## config.mk

```make
export PLATFORM = sky130hd
export DESIGN_NAME = fsps_sequencer
export DESIGN_NICKNAME = d
export VERILOG_FILES = /design/src/fsps_sequencer.v
export VERILOG_INCLUDE_DIRS = /design/src
export SDC_FILE = /design/constraint.sdc
export NUM_CORES = 1
export LEC_CHECK = 0
export ABC_AREA = 1
export BUFFER_PORTS_ARGS = -buffer_cell sky130_fd_sc_hd__buf_2
export CAP_MARGIN = 20
export CORE_MARGIN = 2
export CORE_UTILIZATION = 40
export DETAILED_ROUTE_END_ITERATION = 8
export PLACE_DENSITY_LB_ADDON = 0.12
export SLEW_MARGIN = 20
export SYNTH_ARGS = -nofsm -noshare
export SYNTH_HDL_FRONTEND = slang
export SYNTH_SLANG_ARGS = --single-unit
```

## constraint.sdc

```tcl
create_clock -name CLOCK -period 8.1 [get_ports CLOCK]
set_input_delay 0.405 -clock CLOCK [delete_from_list [all_inputs] [get_ports CLOCK]]
set_output_delay 0.405 -clock CLOCK [all_outputs]
set_load 0.02 [all_outputs]
```

## src/fsps_defs.vh

```
// constants for the flash self-programming sequencer
// Functional notes
// (RL1) erase: 00011 then store within four
// (RL2) rww op keeps other section; no_read_while_write_section halts cpu
// (RL3) load: 00001 then store writes buffer word
// (RL4) buffer cleared on write, reenable, reset
// (RL5) software loads each buffer word once
// (RL6) eeprom write mid-load discards buffer
// (RL7) write: 00101 then store programs page
// (RL8) target page latched at operation start
// (RL9) software uses same page for erase/write
// (RL10) lock set: 01001 then store, data low
// (RL11) zero in data bits 5..2 programs lock
// (RL12) lock programming blocks no section
// (RL13) ready interrupt while enable bit clear
// (RL14) erase/write blocks rww, busy flag set
// (RL15) software reenables section after programming
// (RL16) eeprom write refuses programming and reads
// (RL17) pointer 1 lock read returns lock byte
// (RL18) lock-set/enable clear after read or timeout
// (RL19) pointer 0 read returns fuse low byte
// (RL20) pointer 3 read returns fuse high byte
// (RL21) programmed reads zero, unprogrammed one
// (RL22) pointer bit 0 selects byte on load
// (RL23) enable window four cycles, held during op
// (RL24) only five command patterns accepted
// (RL25) flash operations last 3.7 to 4.5 ms
// (RL26) page bits 12:6, word bits 5:1
`ifndef FSPS_DEFS_VH
`define FSPS_DEFS_VH
`define FSPS_ADDR_CTRL 8'h00
`define FSPS_ADDR_PTR 8'h04
`define FSPS_ADDR_DATA 8'h08
`define FSPS_ADDR_CMD 8'h0C
`define FSPS_ADDR_LOAD 8'h10
`define FSPS_ADDR_EXT 8'h14
`define FSPS_CMD_ERASE 5'h03
`define FSPS_CMD_LOAD 5'h01
`define FSPS_CMD_WRITE 5'h05
`define FSPS_CMD_LOCK 5'h09
`define FSPS_CMD_REEN 5'h11
`define FSPS_BIT_EN 0
`define FSPS_BIT_LOCK 3
`define FSPS_BIT_IE 7
`define FSPS_BIT_BUSY 6
`define FSPS_STORE_WIN 3'h4
`define FSPS_LOAD_WIN 3'h3
`define FSPS_PROG_TIME_US 3700
`define FSPS_PROG_CYCLES ((`FSPS_PROG_TIME_US * 25) )
`define FSPS_PTR_LOCK 16'h0001
`define FSPS_PTR_FLOW 16'h0000
`define FSPS_PTR_FHIGH 16'h0003
`define FSPS_RWW_LAST_PAGE 7'h5F
`define FSPS_LOCK_RESET 8'hFF
`endif

```

## src/fsps_sequencer.v

```verilog
// flash self-programming sequencer with apb register access
//
// Design decisions made here: the register addresses and register access over APB.
`timescale 1ns/10ps
`default_nettype none
`include "fsps_defs.vh"
module fsps_sequencer #(
  parameter PROG_CYCLES = `FSPS_PROG_CYCLES,
  parameter WORDS = 32,
  parameter [7:0] FUSE_LOW = 8'hE1,
  parameter [7:0] FUSE_HIGH = 8'hD9
) (
  input wire CLOCK,
  input wire RESET_N,
  input wire PSEL,
  input wire PENABLE,
  input wire PWRITE,
  input wire [7:0] PADDR,
  input wire [31:0] PWDATA,
  output reg [31:0] PRDATA,
  output reg PREADY,
  output reg PSLVERR,
  input wire EEPROM_WRITE_BUSY,
  output reg READY_IRQ,
  output reg CPU_HALT,
  output reg RWW_BLOCKED,
  output reg [15:0] FLASH_ADDR,
  output reg [15:0] FLASH_DATA,
  output reg FLASH_WORD_STROBE,
  output reg FLASH_ERASE,
  output reg FLASH_WRITE
);
  localparam ST_IDLE = 2'h0;
  localparam ST_PROG = 2'h1;
  localparam ST_LOCK = 2'h2;

  // software-visible state
  reg [7:0] ctrl_reg;
  reg [15:0] ptr_reg;
  reg [15:0] data_reg;
  reg [2:0] win_reg;

  // operation sequencing
  reg [1:0] state_reg;
  reg [31:0] timer_reg;
  reg [6:0] page_reg;
  reg op_erase_reg;
  reg [7:0] lock_reg;
  reg [7:0] lock_pend_reg;

  // temporary page buffer
  reg [15:0] buf_mem [0:WORDS-1];
  wire [WORDS-1:0] buf_valid;
  reg [7:0] load_byte;

  // bus phase decode
  wire setup;
  wire wr;
  wire rd;
  wire load;
  wire ctrl_wr;

  // command decode
  wire [4:0] cmd;
  wire [6:0] zpage;
  wire [4:0] zword;
  wire armed;
  wire store;
  wire store_load;
  wire store_prog;
  wire store_lock;
  wire store_reen;
  wire cmd_accept;
  wire win_tick;
  wire lock_read_ok;
  wire lock_read;
  wire op_done;
  wire buf_discard;
  wire buf_clear;
  genvar g;

  // the five accepted low-bit patterns; all others leave the command bits alone
  function valid_cmd;
    input [4:0] c;
    begin
      valid_cmd = (c == `FSPS_CMD_REEN) | (c == `FSPS_CMD_LOCK) | (c == `FSPS_CMD_WRITE) |
        (c == `FSPS_CMD_ERASE) | (c == `FSPS_CMD_LOAD); // RL24
    end
  endfunction

  // pages up to the last read-while-write page may be programmed while code runs
  function page_in_rww;
    input [6:0] p;
    begin
      page_in_rww = (p <= `FSPS_RWW_LAST_PAGE);
    end
  endfunction

  // which offsets exist for a read and for a write
  function addr_mapped;
    input [7:0] a;
    input w;
    begin
      case (a)
        `FSPS_ADDR_CTRL: addr_mapped = 1'b1;
        `FSPS_ADDR_PTR: addr_mapped = 1'b1;
        `FSPS_ADDR_DATA: addr_mapped = 1'b1;
        `FSPS_ADDR_CMD: addr_mapped = w;
        `FSPS_ADDR_LOAD: addr_mapped = ~w;
        `FSPS_ADDR_EXT: addr_mapped = ~w;
        default: addr_mapped = 1'b0;
      endcase
    end
  endfunction

  assign setup = PSEL & ~PENABLE;
  assign wr = setup & PWRITE;
  assign rd = setup & ~PWRITE;
  assign load = rd & (PADDR == `FSPS_ADDR_LOAD);
  assign ctrl_wr = wr & (PADDR == `FSPS_ADDR_CTRL);

  assign cmd = ctrl_reg[4:0];
  assign zpage = ptr_reg[12:6]; // RL26
  assign zword = ptr_reg[5:1]; // RL26

  // the enable window only runs while no operation is in flight
  assign win_tick = (win_reg != 3'h0) & (state_reg == ST_IDLE);
  assign armed = ctrl_reg[`FSPS_BIT_EN] & win_tick; // RL23
  assign store = wr & (PADDR == `FSPS_ADDR_CMD) & armed & ~EEPROM_WRITE_BUSY; // RL16
  assign store_load = store & (cmd == `FSPS_CMD_LOAD); // RL3
  assign store_prog = store & ((cmd == `FSPS_CMD_ERASE) | (cmd == `FSPS_CMD_WRITE)); // RL1 RL7
  assign store_lock = store & (cmd == `FSPS_CMD_LOCK); // RL10
  assign store_reen = store & (cmd == `FSPS_CMD_REEN);
  // eeprom writes and busy flash refuse new commands
  assign cmd_accept = valid_cmd(PWDATA[4:0]) & (state_reg == ST_IDLE) & ~EEPROM_WRITE_BUSY; // RL16

  // lock read is valid only during the three-cycle window
  assign lock_read_ok = armed & (cmd == `FSPS_CMD_LOCK) &
    (win_reg > (`FSPS_STORE_WIN - `FSPS_LOAD_WIN)) & ~EEPROM_WRITE_BUSY; // RL16 RL17
  assign lock_read = load & lock_read_ok; // RL18
  assign op_done = (state_reg != ST_IDLE) & (timer_reg <= 32'h1);
  // an eeprom write mid-load loses whatever was loaded
  assign buf_discard = EEPROM_WRITE_BUSY & (|buf_valid); // RL6
  assign buf_clear = store_reen | buf_discard |
    (op_done & (state_reg == ST_PROG) & ~op_erase_reg); // RL4

  // program-load path: armed lock or fuse read, otherwise a buffer byte
  always @*
  begin
    load_byte = 8'hFF;
    if (lock_read_ok)
    begin
      case (ptr_reg)
        `FSPS_PTR_LOCK: load_byte = lock_reg; // RL17 RL21
        `FSPS_PTR_FLOW: load_byte = FUSE_LOW; // RL19
        `FSPS_PTR_FHIGH: load_byte = FUSE_HIGH; // RL20
        default: load_byte = 8'hFF;
      endcase
    end
    else if (!buf_valid[zword])
      load_byte = 8'hFF;
    else if (ptr_reg[0])
      load_byte = buf_mem[zword][15:8]; // RL22
    else
      load_byte = buf_mem[zword][7:0]; // RL22
  end

  // buffer words carry no reset; the valid flags say what is loaded
  always @(posedge CLOCK)
  begin
    if (store_load)
      buf_mem[zword] <= data_reg; // RL3
  end

  generate
    for (g = 0; g < WORDS; g = g + 1)
    begin : g_word
      reg valid_reg;
      always @(posedge CLOCK or negedge RESET_N)
      begin
        if (!RESET_N)
          valid_reg <= 1'b0; // RL4
        else if (store_load && (zword == g))
          valid_reg <= 1'b1;
        else if (buf_clear)
          valid_reg <= 1'b0; // RL4 RL6
      end
      assign buf_valid[g] = valid_reg;
    end
  endgenerate

  // pointer and data pair
  always @(posedge CLOCK or negedge RESET_N)
  begin
    if (!RESET_N)
    begin
      ptr_reg <= 16'h0000;
      data_reg <= 16'h0000;
    end
    else
    begin
      if (wr & (PADDR == `FSPS_ADDR_PTR))
        ptr_reg <= PWDATA[15:0];
      if (wr & (PADDR == `FSPS_ADDR_DATA))
        data_reg <= PWDATA[15:0];
    end
  end

  // control register: command bits, busy flag and the enable window
  always @(posedge CLOCK or negedge RESET_N)
  begin
    if (!RESET_N)
    begin
      ctrl_reg <= 8'h00;
      win_reg <= 3'h0;
    end
    else
    begin
      if (win_tick)
      begin
        win_reg <= win_reg - 3'h1;
        if (win_reg == 3'h1)
          ctrl_reg[4:0] <= 5'h00; // RL18 RL23
      end
      if (lock_read)
      begin
        ctrl_reg[4:0] <= 5'h00; // RL18
        win_reg <= 3'h0;
      end
      if (ctrl_wr)
      begin
        ctrl_reg[`FSPS_BIT_IE] <= PWDATA[7];
        if (cmd_accept) // RL24
        begin
          ctrl_reg[4:0] <= PWDATA[4:0];
          win_reg <= `FSPS_STORE_WIN; // RL23
        end
      end
      if (store)
        win_reg <= 3'h0;
      // erase, write and lock stored before the window's last cycle keep the enable bit up until they finish
      if (store_load | store_reen)
      begin
        ctrl_reg[4:0] <= 5'h00;
        ctrl_reg[`FSPS_BIT_BUSY] <= 1'b0;
      end
      if (store_prog & page_in_rww(zpage))
        ctrl_reg[`FSPS_BIT_BUSY] <= 1'b1; // RL14
      if (op_done)
        ctrl_reg[4:0] <= 5'h00; // RL23
    end
  end

  // operation timer; the target page is latched at the start
  always @(posedge CLOCK or negedge RESET_N)
  begin
    if (!RESET_N)
    begin
      state_reg <= ST_IDLE;
      timer_reg <= 32'h00000000;
      page_reg <= 7'h00;
      op_erase_reg <= 1'b0;
      lock_reg <= `FSPS_LOCK_RESET;
      lock_pend_reg <= 8'hFF;
    end
    else
    begin
      case (state_reg)
        ST_IDLE:
        begin
          if (store_prog)
          begin
            page_reg <= zpage; // RL8
            op_erase_reg <= (cmd == `FSPS_CMD_ERASE);
            timer_reg <= PROG_CYCLES; // RL25
            state_reg <= ST_PROG;
          end
          else if (store_lock)
          begin
            lock_pend_reg <= lock_reg & {2'h3, data_reg[5:2], 2'h3}; // RL10 RL11
            timer_reg <= PROG_CYCLES; // RL25
            state_reg <= ST_LOCK; // RL12
          end
        end
        ST_PROG, ST_LOCK:
        begin
          if (timer_reg > 32'h1)
            timer_reg <= timer_reg - 32'h1;
          else
          begin
            state_reg <= ST_IDLE;
            if (state_reg == ST_LOCK)
              lock_reg <= lock_pend_reg;
          end
        end
        default: state_reg <= ST_IDLE;
      endcase
    end
  end

  // zero-wait slave: ready in the access phase after every setup
  always @(posedge CLOCK or negedge RESET_N)
  begin
    if (!RESET_N)
    begin
      PRDATA <= 32'h00000000;
      PREADY <= 1'b0;
      PSLVERR <= 1'b0;
    end
    else
    begin
      PREADY <= setup;
      PSLVERR <= setup & ~addr_mapped(PADDR, PWRITE);
      if (rd)
      begin
        case (PADDR)
          `FSPS_ADDR_CTRL: PRDATA <= {24'h000000, ctrl_reg[7:6], 1'b0, ctrl_reg[4:0]};
          `FSPS_ADDR_PTR: PRDATA <= {16'h0000, ptr_reg};
          `FSPS_ADDR_DATA: PRDATA <= {16'h0000, data_reg};
          `FSPS_ADDR_LOAD: PRDATA <= {24'h000000, load_byte};
          `FSPS_ADDR_EXT: PRDATA <= {30'h00000000, CPU_HALT, RWW_BLOCKED};
          default: PRDATA <= 32'h00000000;
        endcase
      end
    end
  end

  // flash-side pulses and section status
  always @(posedge CLOCK or negedge RESET_N)
  begin
    if (!RESET_N)
    begin
      READY_IRQ <= 1'b0;
      CPU_HALT <= 1'b0;
      RWW_BLOCKED <= 1'b0;
      FLASH_ADDR <= 16'h0000;
      FLASH_DATA <= 16'h0000;
      FLASH_WORD_STROBE <= 1'b0;
      FLASH_ERASE <= 1'b0;
      FLASH_WRITE <= 1'b0;
    end
    else
    begin
      FLASH_WORD_STROBE <= 1'b0;
      FLASH_ERASE <= 1'b0;
      FLASH_WRITE <= 1'b0;
      READY_IRQ <= ctrl_reg[`FSPS_BIT_IE] & ~ctrl_reg[`FSPS_BIT_EN]; // RL13
      if (store_load)
      begin
        FLASH_ADDR <= {11'h000, zword};
        FLASH_DATA <= data_reg;
        FLASH_WORD_STROBE <= 1'b1;
        RWW_BLOCKED <= 1'b0;
      end
      if (store_prog)
      begin
        FLASH_ADDR <= {3'h0, zpage, 6'h00};
        FLASH_ERASE <= (cmd == `FSPS_CMD_ERASE); // RL1
        FLASH_WRITE <= (cmd == `FSPS_CMD_WRITE); // RL7
        if (page_in_rww(zpage))
          RWW_BLOCKED <= 1'b1; // RL2 RL14
        else
          CPU_HALT <= 1'b1; // RL2
      end
      else if (state_reg == ST_PROG)
        FLASH_ADDR <= {3'h0, page_reg, 6'h00}; // RL8
      if (store_reen)
        RWW_BLOCKED <= 1'b0;
      if (op_done)
        CPU_HALT <= 1'b0;
    end
  end
endmodule // fsps_sequencer
`default_nettype wire

```

# Word-level counts from Yosys, hierarchy flattened
# Memories as Yosys holds them, arrays and structs flattened.
# Index checks and enable logic that the tools add are counted.
# totals
inputBits	46
memories	1
ramBits	512
regBits	204
# memory_table
memory	depth	word_bits	rd	rd_ports_with_merged_regs	wr	line_no	rtl
buf_mem	32	16	1	0	1	fsps_sequencer.v:52	reg [15:0] buf_mem [0:WORDS-1];
# op_classes
add_sub_neg	2
n_eq_ne	55
n_bitwise	46
magnitude_cmp	5
n_reduce_logical	84
muxes	77
# ops
op	count
$mux W32	3
$eq A5 B5 Y1 const B	18
$pmux W16 S5	1
$reduce_bool A2 Y1	36
$pmux W32 S2	1
$eq A5 B4 Y1 const B	10
$mux W16	3
$mux W1	47
$mux W5	7
$gt A32 B1 Y1 const B	1
$le A32 B1 Y1 const B	1
$logic_and A1 B1 Y1	32
$reduce_or A32 Y1	1
$sub A32 B1 Y32 const B	1
$eq A5 B3 Y1 const B	6
$and A1 B1 Y1	29
$mux W8	3
$pmux W8 S3	1
$eq A5 B2 Y1 const B	4
$eq A16 B1 Y1 const B	1
$eq A16 B2 Y1 const B	1
$eq A8 B4 Y1 const B	2
$eq A8 B5 Y1 const B	2
$logic_not A16 Y1	1
27 further kinds	57

# Longest topological paths before layout
# Gate-level depths: netlist of the first run.
# logic_depth
ltp_word	12
depth_mapped	18
ltp_nobuf	15

# Worst setup path before layout of the first run
# No wires, ideal clock.
# synth_path
path_kind	register to register
from	register state_reg[0]
to	memory buf_mem[16][0] (enable)
path_slack_ns	5.136
path_buffers	1
stages_incl_launch_ff	14
required_time_ns	7.712
synth_period_minus_slack_ns	2.964
t_arrival_ns	2.575
cell_sequence	dfrtp_1 > inv_1 > ha_1 > inv_1 > a21oi_2 > nand2_2 > nor2_2 > nand2_2 > nor2_2 > nand2_2 > clkinv_2 > nand2_2 > buf_2 > nor2_1
# synth_between
elab_chain_len	8
# synth_rtl
item	line_no	rtl
from (decl)	fsps_sequencer.v:44	reg [1:0] state_reg;
from (signal assigned)	fsps_sequencer.v:259	state_reg <= ST_IDLE;
from (signal assigned)	fsps_sequencer.v:276	state_reg <= ST_PROG;
from (signal assigned)	fsps_sequencer.v:282	state_reg <= ST_LOCK;
$logic_not A2 Y1	fsps_sequencer.v:127	assign win_tick = (win_reg != 3'h0) & (state_reg == ST_IDLE);
$and A1 B1 Y1	fsps_sequencer.v:127	
$and A1 B1 Y1	fsps_sequencer.v:128	assign armed = ctrl_reg[`FSPS_BIT_EN] & win_tick;
$and A1 B1 Y1 (2 in a row)	fsps_sequencer.v:129	assign store = wr & (PADDR == `FSPS_ADDR_CMD) & armed & ~EEPROM_WRITE_BUSY;
$and A1 B1 Y1	fsps_sequencer.v:130	assign store_load = store & (cmd == `FSPS_CMD_LOAD);
named net store_load	fsps_sequencer.v:69	wire store_load;
$mux W1	fsps_sequencer.v:171	if (store_load)
$mux W1 (implied by the code)	fsps_sequencer.v:172	buf_mem[zword] <= data_reg;
to (decl)	fsps_sequencer.v:52	
# The timed path passes the listed nets, and every way through them passes these cells.

# Final worst setup path of the first run
# layout_path
from	register ptr_reg[2]
to	register PRDATA[1]
# layout_between
elab_chain_len	5
# layout_rtl
item	line_no	rtl
from (decl)	fsps_sequencer.v:39	reg [15:0] ptr_reg;
from (signal assigned)	fsps_sequencer.v:203	ptr_reg <= PWDATA[15:0];
$mem_v2 Z32 W16 / $bmux W1 S5 (equally long branches)	-	
$mux W8 / $mux W1 (equally long branches)	fsps_sequencer.v:162, fsps_sequencer.v:160	
$mux W8	fsps_sequencer.v:160	else if (!buf_valid[zword])
$mux W8 (*)	fsps_sequencer.v:151	if (lock_read_ok)
$pmux W16 S5 (*)	fsps_sequencer.v:316	case (PADDR)
to (signal assigned)	fsps_sequencer.v:317	`FSPS_ADDR_CTRL: PRDATA <= {24'h000000, ctrl_reg[7:6], 1'b0, ctrl_reg[4:0]};
to (signal assigned)	fsps_sequencer.v:318	`FSPS_ADDR_PTR: PRDATA <= {16'h0000, ptr_reg};
to (signal assigned)	fsps_sequencer.v:319	`FSPS_ADDR_DATA: PRDATA <= {16'h0000, data_reg};
to (decl)	fsps_sequencer.v:20	output reg [31:0] PRDATA,
# Every way passes the cells marked *; elsewhere a longest branch is shown, timed or not. The select of a mux whose other input is x is not followed.
# A chain may end at the register's enable or synchronous reset.

==> impl_metrics.py, run 1 <==
metrics = {
    "synthesis": {
        "synth_top_area_share": 0.506,
        "netlist_area_um2": 30400,
        "yosys.area.top_type": "edfxtp_1",
        "synth_warnings": 0,
        "synth_edf_count": 512,
        "ys_ff_latch": 696,
        "async_flop_share": 0.264,
        "avgSynthCellArea_um2": 9.83,
        "ys_seq_area_frac": 0.658,
        "synthTopCellsByArea": "edfxtp_1 51%, nand2_1 17%, dfrtp_1 14%",
        "synth_cells": 3089,
        "synth_flop_cell": "edfxtp_1",
        "ys_types": 49,
    },
    "worst_setup_path": {
        "ff2ff_path_depth": 14,
        "worst_path_max_delay_cell": "dfrtp_4",
        "crit_buf_inv": 3,
        "cp_max_fo": 52,
        "end_kind": "register",
        "cpPeakStageDelay_ns": 0.74,
        "cp-start-kind": "register",
        "crit_type": "register to register",
        "path_cells": "clkinv_2, buf_4, buf_4, nand2_1, nand3_1, nand2_1, nand3_1, nor2_1, nor2_2, nand3_1, nand2_1, nand2_1, nand2_1, nand2_1",
        "path_depth": 14,
        "worst_ep_arrival_time_ns": 4.15,
        "cp_common_cell": "nand2_1",
        "crit_family": "buffers and inverters",
        "worstPathRequired_ns": 8.60,
    },
    "placed_design": {
        "hpwl_um": 53100,
        "placedCellCount": 4077,
        "globalplace.congestion": 0.890,
        "dpl_worst_slack_ns": 4.47,
        "port_buffers": 81,
        "place_area_um2": 31900,
    },
    "die": {
        "fp.dieH_um": 280,
        "die_w_um": 280,
        "die_area_um2": 78200,
        "start_util": 0.402,
        "core.rowCount": 101,
        "core-area_um2": 75600,
        "io_pins": 118,
    },
    "clocking": {
        "ctsHoldBuffers": 2,
        "cts-htree-levels": 3,
        "max-clock-path-buffers": 3,
        "numClockSinks": 696,
        "post_cts_buffers": 0,
        "cts_resized": 0,
        "tritoncts": "yes",
        "path_clk_slew_ns": 0.06,
        "cts_buffers": 76,
        "clk_latency_ns": 0.63,
        "clock-root-buffer": "clkbuf_16",
    },
    "global_route": {
        "grt_max_degree": 131,
        "grtUsageTotal": 0.228,
        "grt_pass1_vias": 20846,
        "grt_pass1_wl_um": 133000,
        "antenna_found_initial": 2,
        "globalRouteOverflowTotal": 0,
    },
    "timing": {
        "setup_viol": 0,
        "hold_viol_final": 0,
        "final.setup.tns_ns": 0,
        "clock_skew_ns": 0.0282,
        "final_max_slew_viol_count": 0,
        "max_freq_ghz": 0.275,
        "slew_headroom": 0.274,
        "fin_crit_sh": 0.450,
        "period_minus_slack_ns": 3.64,
        "rsz0062_at_grt": "no",
        "max_slew.worst_pin.slew_ns": 1.09,
        "setup_slack_ns": 4.46,
    },
    "flow_run": {
        "max_cap_violations": 0,
    },
    "routing": {
        "drt-pass1-iter-count": 7,
        "drc": 0,
        "wl_per_cell_um": 21.1,
        "dr_total_vias": 21830,
        "drt-vias-per-instance": 5.18,
        "postRouteAntennaNets": 0,
        "finalWirelength_um": 89000,
        "dr.first_iter.drc_count": 1911,
    },
    "power_and_ir_drop": {
        "p_per_area_nw_per_um2": 217,
        "p_total_w": 0.00744,
        "p_leak_nw": 15.4,
        "irDropWorstVdd_mv": 0.137,
    },
    "cells_and_area": {
        "fin_nets": 3234,
        "layout_commonest_cell": "nand2_1",
        "most-common-layout-cells": "1399 x nand2_1, 512 x edfxtp_1, 218 x nor2_1",
        "instances_no_fill": 4218,
        "postLayoutCellArea_um2": 34300,
        "insertedDiodeCount": 0,
        "largest_register_ffs": 512,
        "drive_gt1_frac": 0.109,
        "area_growth_pct": 13.0,
        "fill_cells": 7197,
    },
    "worst_hold_path": {
        "min_path_type": "primary input to register",
        "min_path_cells": 3,
    },
    "outcome": {
        "status": "finished clean",
    },
}
[worst register-to-register path, delay by kind of cell (launching register included)]
family	cells	cell delay, ns
buffers and inverters	3	1.50
DFF	1	0.74
and+or+nand+nor	11	1.29
[through the flow]
stage | hold WS [ns] | utilization
floorplan | 0.109 | -
global placement | 0.461 | 0.421
detailed placement | 0.464 | 0.422
CTS | 0.0409 | 0.454
global route | 0.0563 | 0.454
finish | 0.0664 | 0.454
[routing by layer]
metal | vias up | part of all wire | GRT usage
met5 | - | 0.00015 | 0
met4 | 2 | 0.028 | 0.0729
met3 | 124 | 0.071 | 0.0475
met2 | 676 | 0.44 | 0.344
met1 | 10732 | 0.46 | 0.330
li1 | 10296 | - | -
[layout make-up]
type	count	area, um2	area share
Clock buffer	104	2080	0.0606
Tap cell	978	1220	0.0357
Multi-Input combinational cell	2141	9260	0.270
Timing Repair Buffer	150	957	0.0279
Clock inverter	34	353	0.0103
Inverter	115	439	0.0128
Sequential cell	696	20000	0.583
[path summary, 6_finish.rpt]
kind | start | end | slack (ns)
worst max-delay path | ptr_reg[2]$_DFFE_PN0P_ | PRDATA[1]$_DFFE_PN0P_ | 4.46
worst min-delay path | PWDATA[8] | data_reg[8]$_DFFE_PN0P_ | 0.07
worst max register to register | ptr_reg[2]$_DFFE_PN0P_ | PRDATA[1]$_DFFE_PN0P_ | 4.46
worst min register to register | FLASH_DATA[6]$_DFFE_PN0P_ | FLASH_DATA[6]$_DFFE_PN0P_ | 0.48
max in group asynchronous | RESET_N | ptr_reg[2]$_DFFE_PN0P_ | 5.95
min in group asynchronous | RESET_N | timer_reg[31]$_DFFE_PN0P_ | 0.50
[kinds of logic after synthesis]
logic type      count (synthesis)  synth area share
simple gates                 1861             0.245
xor+xnor                       29           0.00836
flops                         696             0.658
buf+inv                       271            0.0402
compound gates                220            0.0432
other cells                     1          0.000123
fa+ha+maj                       8           0.00330
mux                             3           0.00111
[where the power goes]
group          total, W  internal, W  switching (W)
Clock           0.00342      0.00198        0.00144
Sequential      0.00383      0.00381      0.0000138
Combinational  0.000197    0.0000490       0.000148
Total           0.00744      0.00584        0.00160
[cells in the mapped netlist (10+ instances only)]
cell         n
o21ai_2     31
a21oi_1     51
clkbuf_1    61
o22ai_1     10
buf_1       17
nand3_1    150
nor2_1     223
edfxtp_1   512
or2_2       17
inv_1      107
nand2_1   1399
buf_2       48
nand4_1     22
xor2_1      21
dfrtp_1    168
dfstp_2     16
nor3_1      10
nor4_1      12
o21ai_0     98
buf_4       20
(Power assumes the default switching activity.)
==> run 2, diff against run 1 <==
clock period = 3.55 ns   (was 8.1 ns; I/O delays follow)
==> run 2 against run 1 <==
Global-route usage shrank 0.22 points. Via count is 0.19% higher. Sequential share of layout area is 0.69 points lower. Hold slack better by 0.012 ns. Setup slack worse by 3.9 ns. Register-to-register slack worse by 3.9 ns. Sequential cell count did not move. Critical path depth fell by 1. Count of clock-buffer cells in the layout decreased by 11. Die area unchanged. Critical path type unchanged. Critical endpoint is now buf_mem[15][7]$_DFFE_PP_.
==> impl_metrics.py, run 2 (synthesis results as in run 1) <==
metrics = {
    "outcome": {
        "status": "finished clean",
    },
    "power_and_ir_drop": {
        "power_frac_seq": 0.520,
        "irDropWorstVdd_mv": 0.339,
        "power.switching_w": 0.00366,
        "internal_power_w": 0.0131,
        "clkPwrFrac": 0.452,
        "comb_power_share": 0.028,
        "swShare": 0.218,
        "p_per_area_nw_per_um2": 484,
        "p_leak_nw": 15.6,
    },
    "cells_and_area": {
        "drive_gt1_frac": 0.116,
        "postLayoutCellArea_um2": 34700,
        "largest_register_ffs": 512,
        "fill_cells": 7096,
        "most-common-layout-cells": "1399 x nand2_1, 512 x edfxtp_1, 218 x nor2_1",
        "insertedDiodeCount": 0,
        "area_growth_pct": 14.3,
        "fin_nets": 3280,
        "layout_commonest_cell": "nand2_1",
    },
    "routing": {
        "postRouteAntennaNets": 0,
        "finalWirelength_um": 88300,
        "dr_total_vias": 21872,
        "drc": 0,
        "drt-pass1-iter-count": 6,
        "drt-vias-per-instance": 5.13,
        "wl_per_cell_um": 20.7,
        "dr.first_iter.drc_count": 1997,
    },
    "die": {
        "core.rowCount": 101,
        "start_util": 0.402,
        "die_w_um": 280,
        "fp.dieH_um": 280,
        "core-area_um2": 75600,
        "die_area_um2": 78200,
        "io_pins": 118,
    },
    "global_route": {
        "grtUsageTotal": 0.226,
        "grt_pass1_vias": 21250,
        "grt_pass1_wl_um": 132000,
        "grt_max_degree": 89,
        "globalRouteOverflowTotal": 0,
        "antenna_found_initial": 6,
    },
    "worst_hold_path": {
        "hold-path-endpoint": "PRDATA[2]$_DFFE_PN0P_",
        "min_path_type": "primary input to register",
        "min_path_cells": 6,
        "min-delay-start": "PSEL",
    },
    "clocking": {
        "cts_resized": 0,
        "numClockSinks": 696,
        "tritoncts": "yes",
        "cts-htree-levels": 3,
        "clock-root-buffer": "clkbuf_16",
        "max-clock-path-buffers": 3,
        "cts_buffers": 76,
        "clk_latency_ns": 0.64,
        "path_clk_slew_ns": 0.06,
    },
    "worst_setup_path": {
        "ff2ff_path_depth": 13,
        "cp_common_cell": "nand2_2",
        "cp-start-kind": "register",
        "worstPathRequired_ns": 3.83,
        "cpPeakStageDelay_ns": 0.39,
        "cp_max_fo": 32,
        "timing.rr.start": "state_reg[0]$_DFFE_PN0P_",
        "crit_type": "register to register",
        "reg2reg_to": "buf_mem[15][7]$_DFFE_PP_",
        "worst_path_max_delay_cell": "dfrtp_1",
        "path_cells": "inv_1, ha_1, inv_1, a21oi_2, nand2_2, nor2_2, nand2_2, nor2_2, nand2_2, clkinv_2, nand2_4, nor2_1, buf_4",
        "worst_ep_arrival_time_ns": 3.30,
        "crit_buf_inv": 4,
        "end_kind": "register",
        "crit_family": "simple AND/OR/NAND/NOR gates",
        "regToRegSetupSlack_ns": 0.53,
        "path_depth": 13,
    },
    "timing": {
        "fin_crit_sh": 0.850,
        "hold_viol_final": 0,
        "final.setup.tns_ns": 0,
        "holdWs_ns": 0.0782,
        "final_max_slew_viol_count": 0,
        "max_slew.worst_pin.slew_ns": 1.15,
        "setup_viol": 0,
        "rsz0062_at_grt": "no",
        "slew_headroom": 0.233,
        "max_freq_ghz": 0.331,
        "clock_skew_ns": 0.0326,
        "period_minus_slack_ns": 3.02,
    },
    "placed_design": {
        "globalplace.congestion": 0.881,
        "hpwl_um": 56600,
        "port_buffers": 81,
        "place_area_um2": 32100,
    },
    "flow_run": {
        "max_cap_violations": 0,
    },
}
## run 2: cell count changes in the layout (fill, tap and decap cells not counted), sizes merged
cell | previous run | this run
buf | 147 | 173
inv | 115 | 111
dlygate4sd3 | 2 | 22
clkinvlp | 1 | 0
clkbuf | 105 | 94
clkinv | 28 | 45
bufinv | 5 | 4
## run 2: per-stage QoR
stage                     instances  total power, W  setup slack (ns)  utilization
after floorplan                3108         0.00916             0.586            -
after global placement         4104         0.00934             0.603        0.425
after detailed placement       4104         0.00936             0.565        0.425
after CTS                      4264          0.0170             0.527        0.460
after global routing           4264          0.0173             0.274        0.460
final                          4264          0.0168             0.531        0.460
## run 2: final cells by class
cell class | count | area [um2] | share of cell area
flip-flops and latches | 696 | 20000 | 0.576
multi-input cells | 2141 | 9260 | 0.267
clock buffers | 93 | 1990 | 0.0572
repair buffers | 196 | 1430 | 0.0412
well taps | 978 | 1220 | 0.0352
inverters | 115 | 439 | 0.0126
clock inverters | 45 | 379 | 0.0109
## run 2: what timing repair did
item | CTS | global route
hold endpoints to repair | 121 | 0
hold buffers | 22 | 0
buffers inserted | 0 | 0
setup endpoints to repair | 0 | 0
## run 2: worst max path at each step
stage	start	endpoint
after floorplan	state_reg[0]$_DFFE_PN0P_	buf_mem[16][0]$_DFFE_PP_
after global placement	state_reg[0]$_DFFE_PN0P_	buf_mem[16][0]$_DFFE_PP_
after detailed placement	state_reg[0]$_DFFE_PN0P_	buf_mem[14][3]$_DFFE_PP_
after CTS	state_reg[0]$_DFFE_PN0P_	buf_mem[15][2]$_DFFE_PP_
after global routing	state_reg[1]$_DFFE_PN0P_	buf_mem[16][15]$_DFFE_PP_
final	state_reg[0]$_DFFE_PN0P_	buf_mem[15][7]$_DFFE_PP_
## run 2: worst reg2reg max path, cell delays in order, from the launching register on
cell	delay, ns
dfrtp_1	0.39
inv_1	0.09
ha_1	0.25
inv_1	0.13
a21oi_2	0.20
nand2_2	0.10
nor2_2	0.12
nand2_2	0.09
nor2_2	0.23
nand2_2	0.12
clkinv_2	0.19
nand2_4	0.26
nor2_1	0.20
buf_4	0.30
## run 2: layer usage
metal  part of all wire  up-vias  GRT usage
li1                   -    10400          -
met4              0.029        0     0.0756
met3              0.069      143     0.0397
met2               0.45      717      0.348
met1               0.46    10612      0.325
met5                  0        -          0
## run 2: power groups by stage
stage	clock network (W)	logic, W	registers [W]
2_1_floorplan	0	0.000265	0.00889
3_3_place_gp	0	0.000441	0.00890
3_5_place_dp	0	0.000453	0.00890
4_1_cts	0.00775	0.000473	0.00874
5_1_grt	0.00806	0.000524	0.00874
6_report	0.00759	0.000471	0.00874
==> run 3, diff against run 2 <==
RECOVER_POWER = 25   (was unset)
==> run 3 against run 2 <==
The run now ends with max-capacitance violations, max-slew violations left. Global-route usage unchanged. Hold slack better by 0.020 ns. Clock power about the same. Non-clock buffer count unchanged. Register-to-register slack worse by 0.02 ns. Final cell count unchanged. Clock skew down 0.0032 ns. Via count about the same. Largest cell class unchanged. Largest power group unchanged. Highest routed layer unchanged.
==> impl_metrics.py, run 3 (synthesis results as in run 1) <==
metrics = {
    "routing": {
        "drt-vias-per-instance": 5.13,
        "finalWirelength_um": 88100,
        "dr.first_iter.drc_count": 1949,
        "wl_per_cell_um": 20.7,
        "dr_total_vias": 21892,
        "postRouteAntennaNets": 0,
        "drt-pass1-iter-count": 7,
        "drc": 0,
    },
    "die": {
        "io_pins": 118,
        "die_w_um": 280,
        "core.rowCount": 101,
        "start_util": 0.402,
        "die_area_um2": 78200,
        "core-area_um2": 75600,
        "fp.dieH_um": 280,
    },
    "worst_setup_path": {
        "regToRegSetupSlack_ns": 0.52,
        "cp-start-kind": "register",
        "ff2ff_path_depth": 13,
        "worst_ep_arrival_time_ns": 3.32,
        "reg2reg_to": "buf_mem[15][7]$_DFFE_PP_",
        "crit_type": "register to register",
        "cp_max_fo": 32,
        "end_kind": "register",
        "worstPathRequired_ns": 3.84,
        "timing.rr.start": "state_reg[0]$_DFFE_PN0P_",
    },
    "cells_and_area": {
        "layout_commonest_cell": "nand2_1",
        "final_core_util": 0.459,
        "largest_register_ffs": 512,
        "fin_nets": 3280,
        "multi_input_comb_area_um2": 9260,
        "area_growth_pct": 14.2,
        "fill_cells": 7105,
        "seq_area_um2": 20000,
        "most-common-layout-cells": "1399 x nand2_1, 512 x edfxtp_1, 218 x nor2_1",
        "postLayoutCellArea_um2": 34700,
        "drive_gt1_frac": 0.113,
        "insertedDiodeCount": 0,
    },
    "worst_hold_path": {
        "hold-path-endpoint": "data_reg[13]$_DFFE_PN0P_",
        "min_path_cells": 4,
        "min_path_type": "primary input to register",
        "min-delay-start": "PADDR[2]",
    },
    "timing": {
        "setup_viol": 0,
        "rsz0062_at_grt": "no",
        "max_freq_ghz": 0.330,
        "period_minus_slack_ns": 3.03,
        "slew_headroom": -0.586,
        "setup_slack_ns": 0.515,
        "fin_crit_sh": 0.855,
        "hold_viol_final": 0,
        "clock_skew_ns": 0.0294,
        "final_max_slew_viol_count": 259,
        "final.setup.tns_ns": 0,
        "max_slew.worst_pin.slew_ns": 2.38,
    },
    "global_route": {
        "grt_pass1_wl_um": 132000,
        "antenna_found_initial": 6,
        "grt_pass1_vias": 21250,
        "globalRouteOverflowTotal": 0,
        "grtUsageTotal": 0.226,
        "grt_max_degree": 89,
    },
    "clocking": {
        "cts_resized": 0,
        "cts-htree-levels": 3,
        "clock-root-buffer": "clkbuf_16",
        "cts_buffers": 76,
        "tritoncts": "yes",
        "clk_latency_ns": 0.63,
        "max-clock-path-buffers": 3,
        "numClockSinks": 696,
        "path_clk_slew_ns": 0.06,
        "post_cts_buffers": 0,
        "ctsHoldBuffers": 22,
    },
    "power_and_ir_drop": {
        "swShare": 0.218,
        "internal_power_w": 0.0131,
        "clkPwrFrac": 0.452,
        "power.switching_w": 0.00365,
        "comb_power_share": 0.028,
        "power_frac_seq": 0.520,
        "irDropWorstVdd_mv": 0.339,
        "p_leak_nw": 15.6,
        "p_per_area_nw_per_um2": 484,
    },
    "placed_design": {
        "port_buffers": 81,
        "place_area_um2": 32100,
        "hpwl_um": 56600,
        "dpl_worst_slack_ns": 0.565,
        "globalplace.congestion": 0.881,
    },
    "flow_run": {
        "max_cap_violations": 6,
    },
    "outcome": {
        "status": "complete, but fails checks",
        "violations": "max-capacitance violations, max-slew violations",
    },
}
run 3: cell count changes in the layout (fill, tap and decap cells not counted), sizes merged:
cell and change:
buf -9, clkbuf +9
run 3: worst max-delay path by stage:
stage,to,slack [ns],start,depth (start not counted)
after detailed placement,buf_mem[14][3]$_DFFE_PP_,0.56,state_reg[0]$_DFFE_PN0P_,13
after floorplan,buf_mem[16][0]$_DFFE_PP_,0.59,state_reg[0]$_DFFE_PN0P_,13
final,buf_mem[15][7]$_DFFE_PP_,0.52,state_reg[0]$_DFFE_PN0P_,13
after global routing,buf_mem[16][15]$_DFFE_PP_,0.27,state_reg[1]$_DFFE_PN0P_,13
after global placement,buf_mem[16][0]$_DFFE_PP_,0.60,state_reg[0]$_DFFE_PN0P_,13
after CTS,buf_mem[15][2]$_DFFE_PP_,0.53,state_reg[0]$_DFFE_PN0P_,13
run 3: worst max-delay path, stage by stage (launching register included):
cell	delay (ns)
dfrtp_1	0.39
inv_1	0.09
ha_1	0.25
inv_1	0.13
a21oi_2	0.20
nand2_2	0.10
nor2_2	0.12
nand2_2	0.09
nor2_2	0.24
nand2_2	0.13
clkinv_2	0.20
nand2_4	0.26
nor2_1	0.19
buf_4	0.30
run 3: cell type report:
type | count | area share
Multi-Input combinational cell | 2141 | 0.267
Timing Repair Buffer | 196 | 0.0401
Clock inverter | 45 | 0.0109
Clock buffer | 93 | 0.0573
Tap cell | 978 | 0.0353
Inverter | 115 | 0.0127
Sequential cell | 696 | 0.577
run 3: power groups by stage:
stage / combinational (W) / sequential (W) / clock (W)
after floorplan: 0.000265 / 0.00889 / 0
after global placement: 0.000441 / 0.00890 / 0
after detailed placement: 0.000453 / 0.00890 / 0
after CTS: 0.000473 / 0.00874 / 0.00775
after global routing: 0.000521 / 0.00874 / 0.00806
final: 0.000467 / 0.00874 / 0.00759
run 3: stage by stage:
step / power, W / hold WS [ns] / instances
floorplan: 0.00916 / -0.118 / 3108
global placement: 0.00934 / 0.286 / 4104
detailed placement: 0.00936 / 0.296 / 4104
CTS: 0.0170 / 0.0496 / 4264
global route: 0.0173 / 0.128 / 4264
finish: 0.0168 / 0.0982 / 4264
run 3: layer usage:
metal / global-route usage / up-vias / share of wire
met2: 0.348 / 783 / 0.44
met3: 0.0397 / 140 / 0.073
met1: 0.325 / 10571 / 0.45
met4: 0.0756 / 0 / 0.030
li1: - / 10398 / -
met5: 0 / - / 0
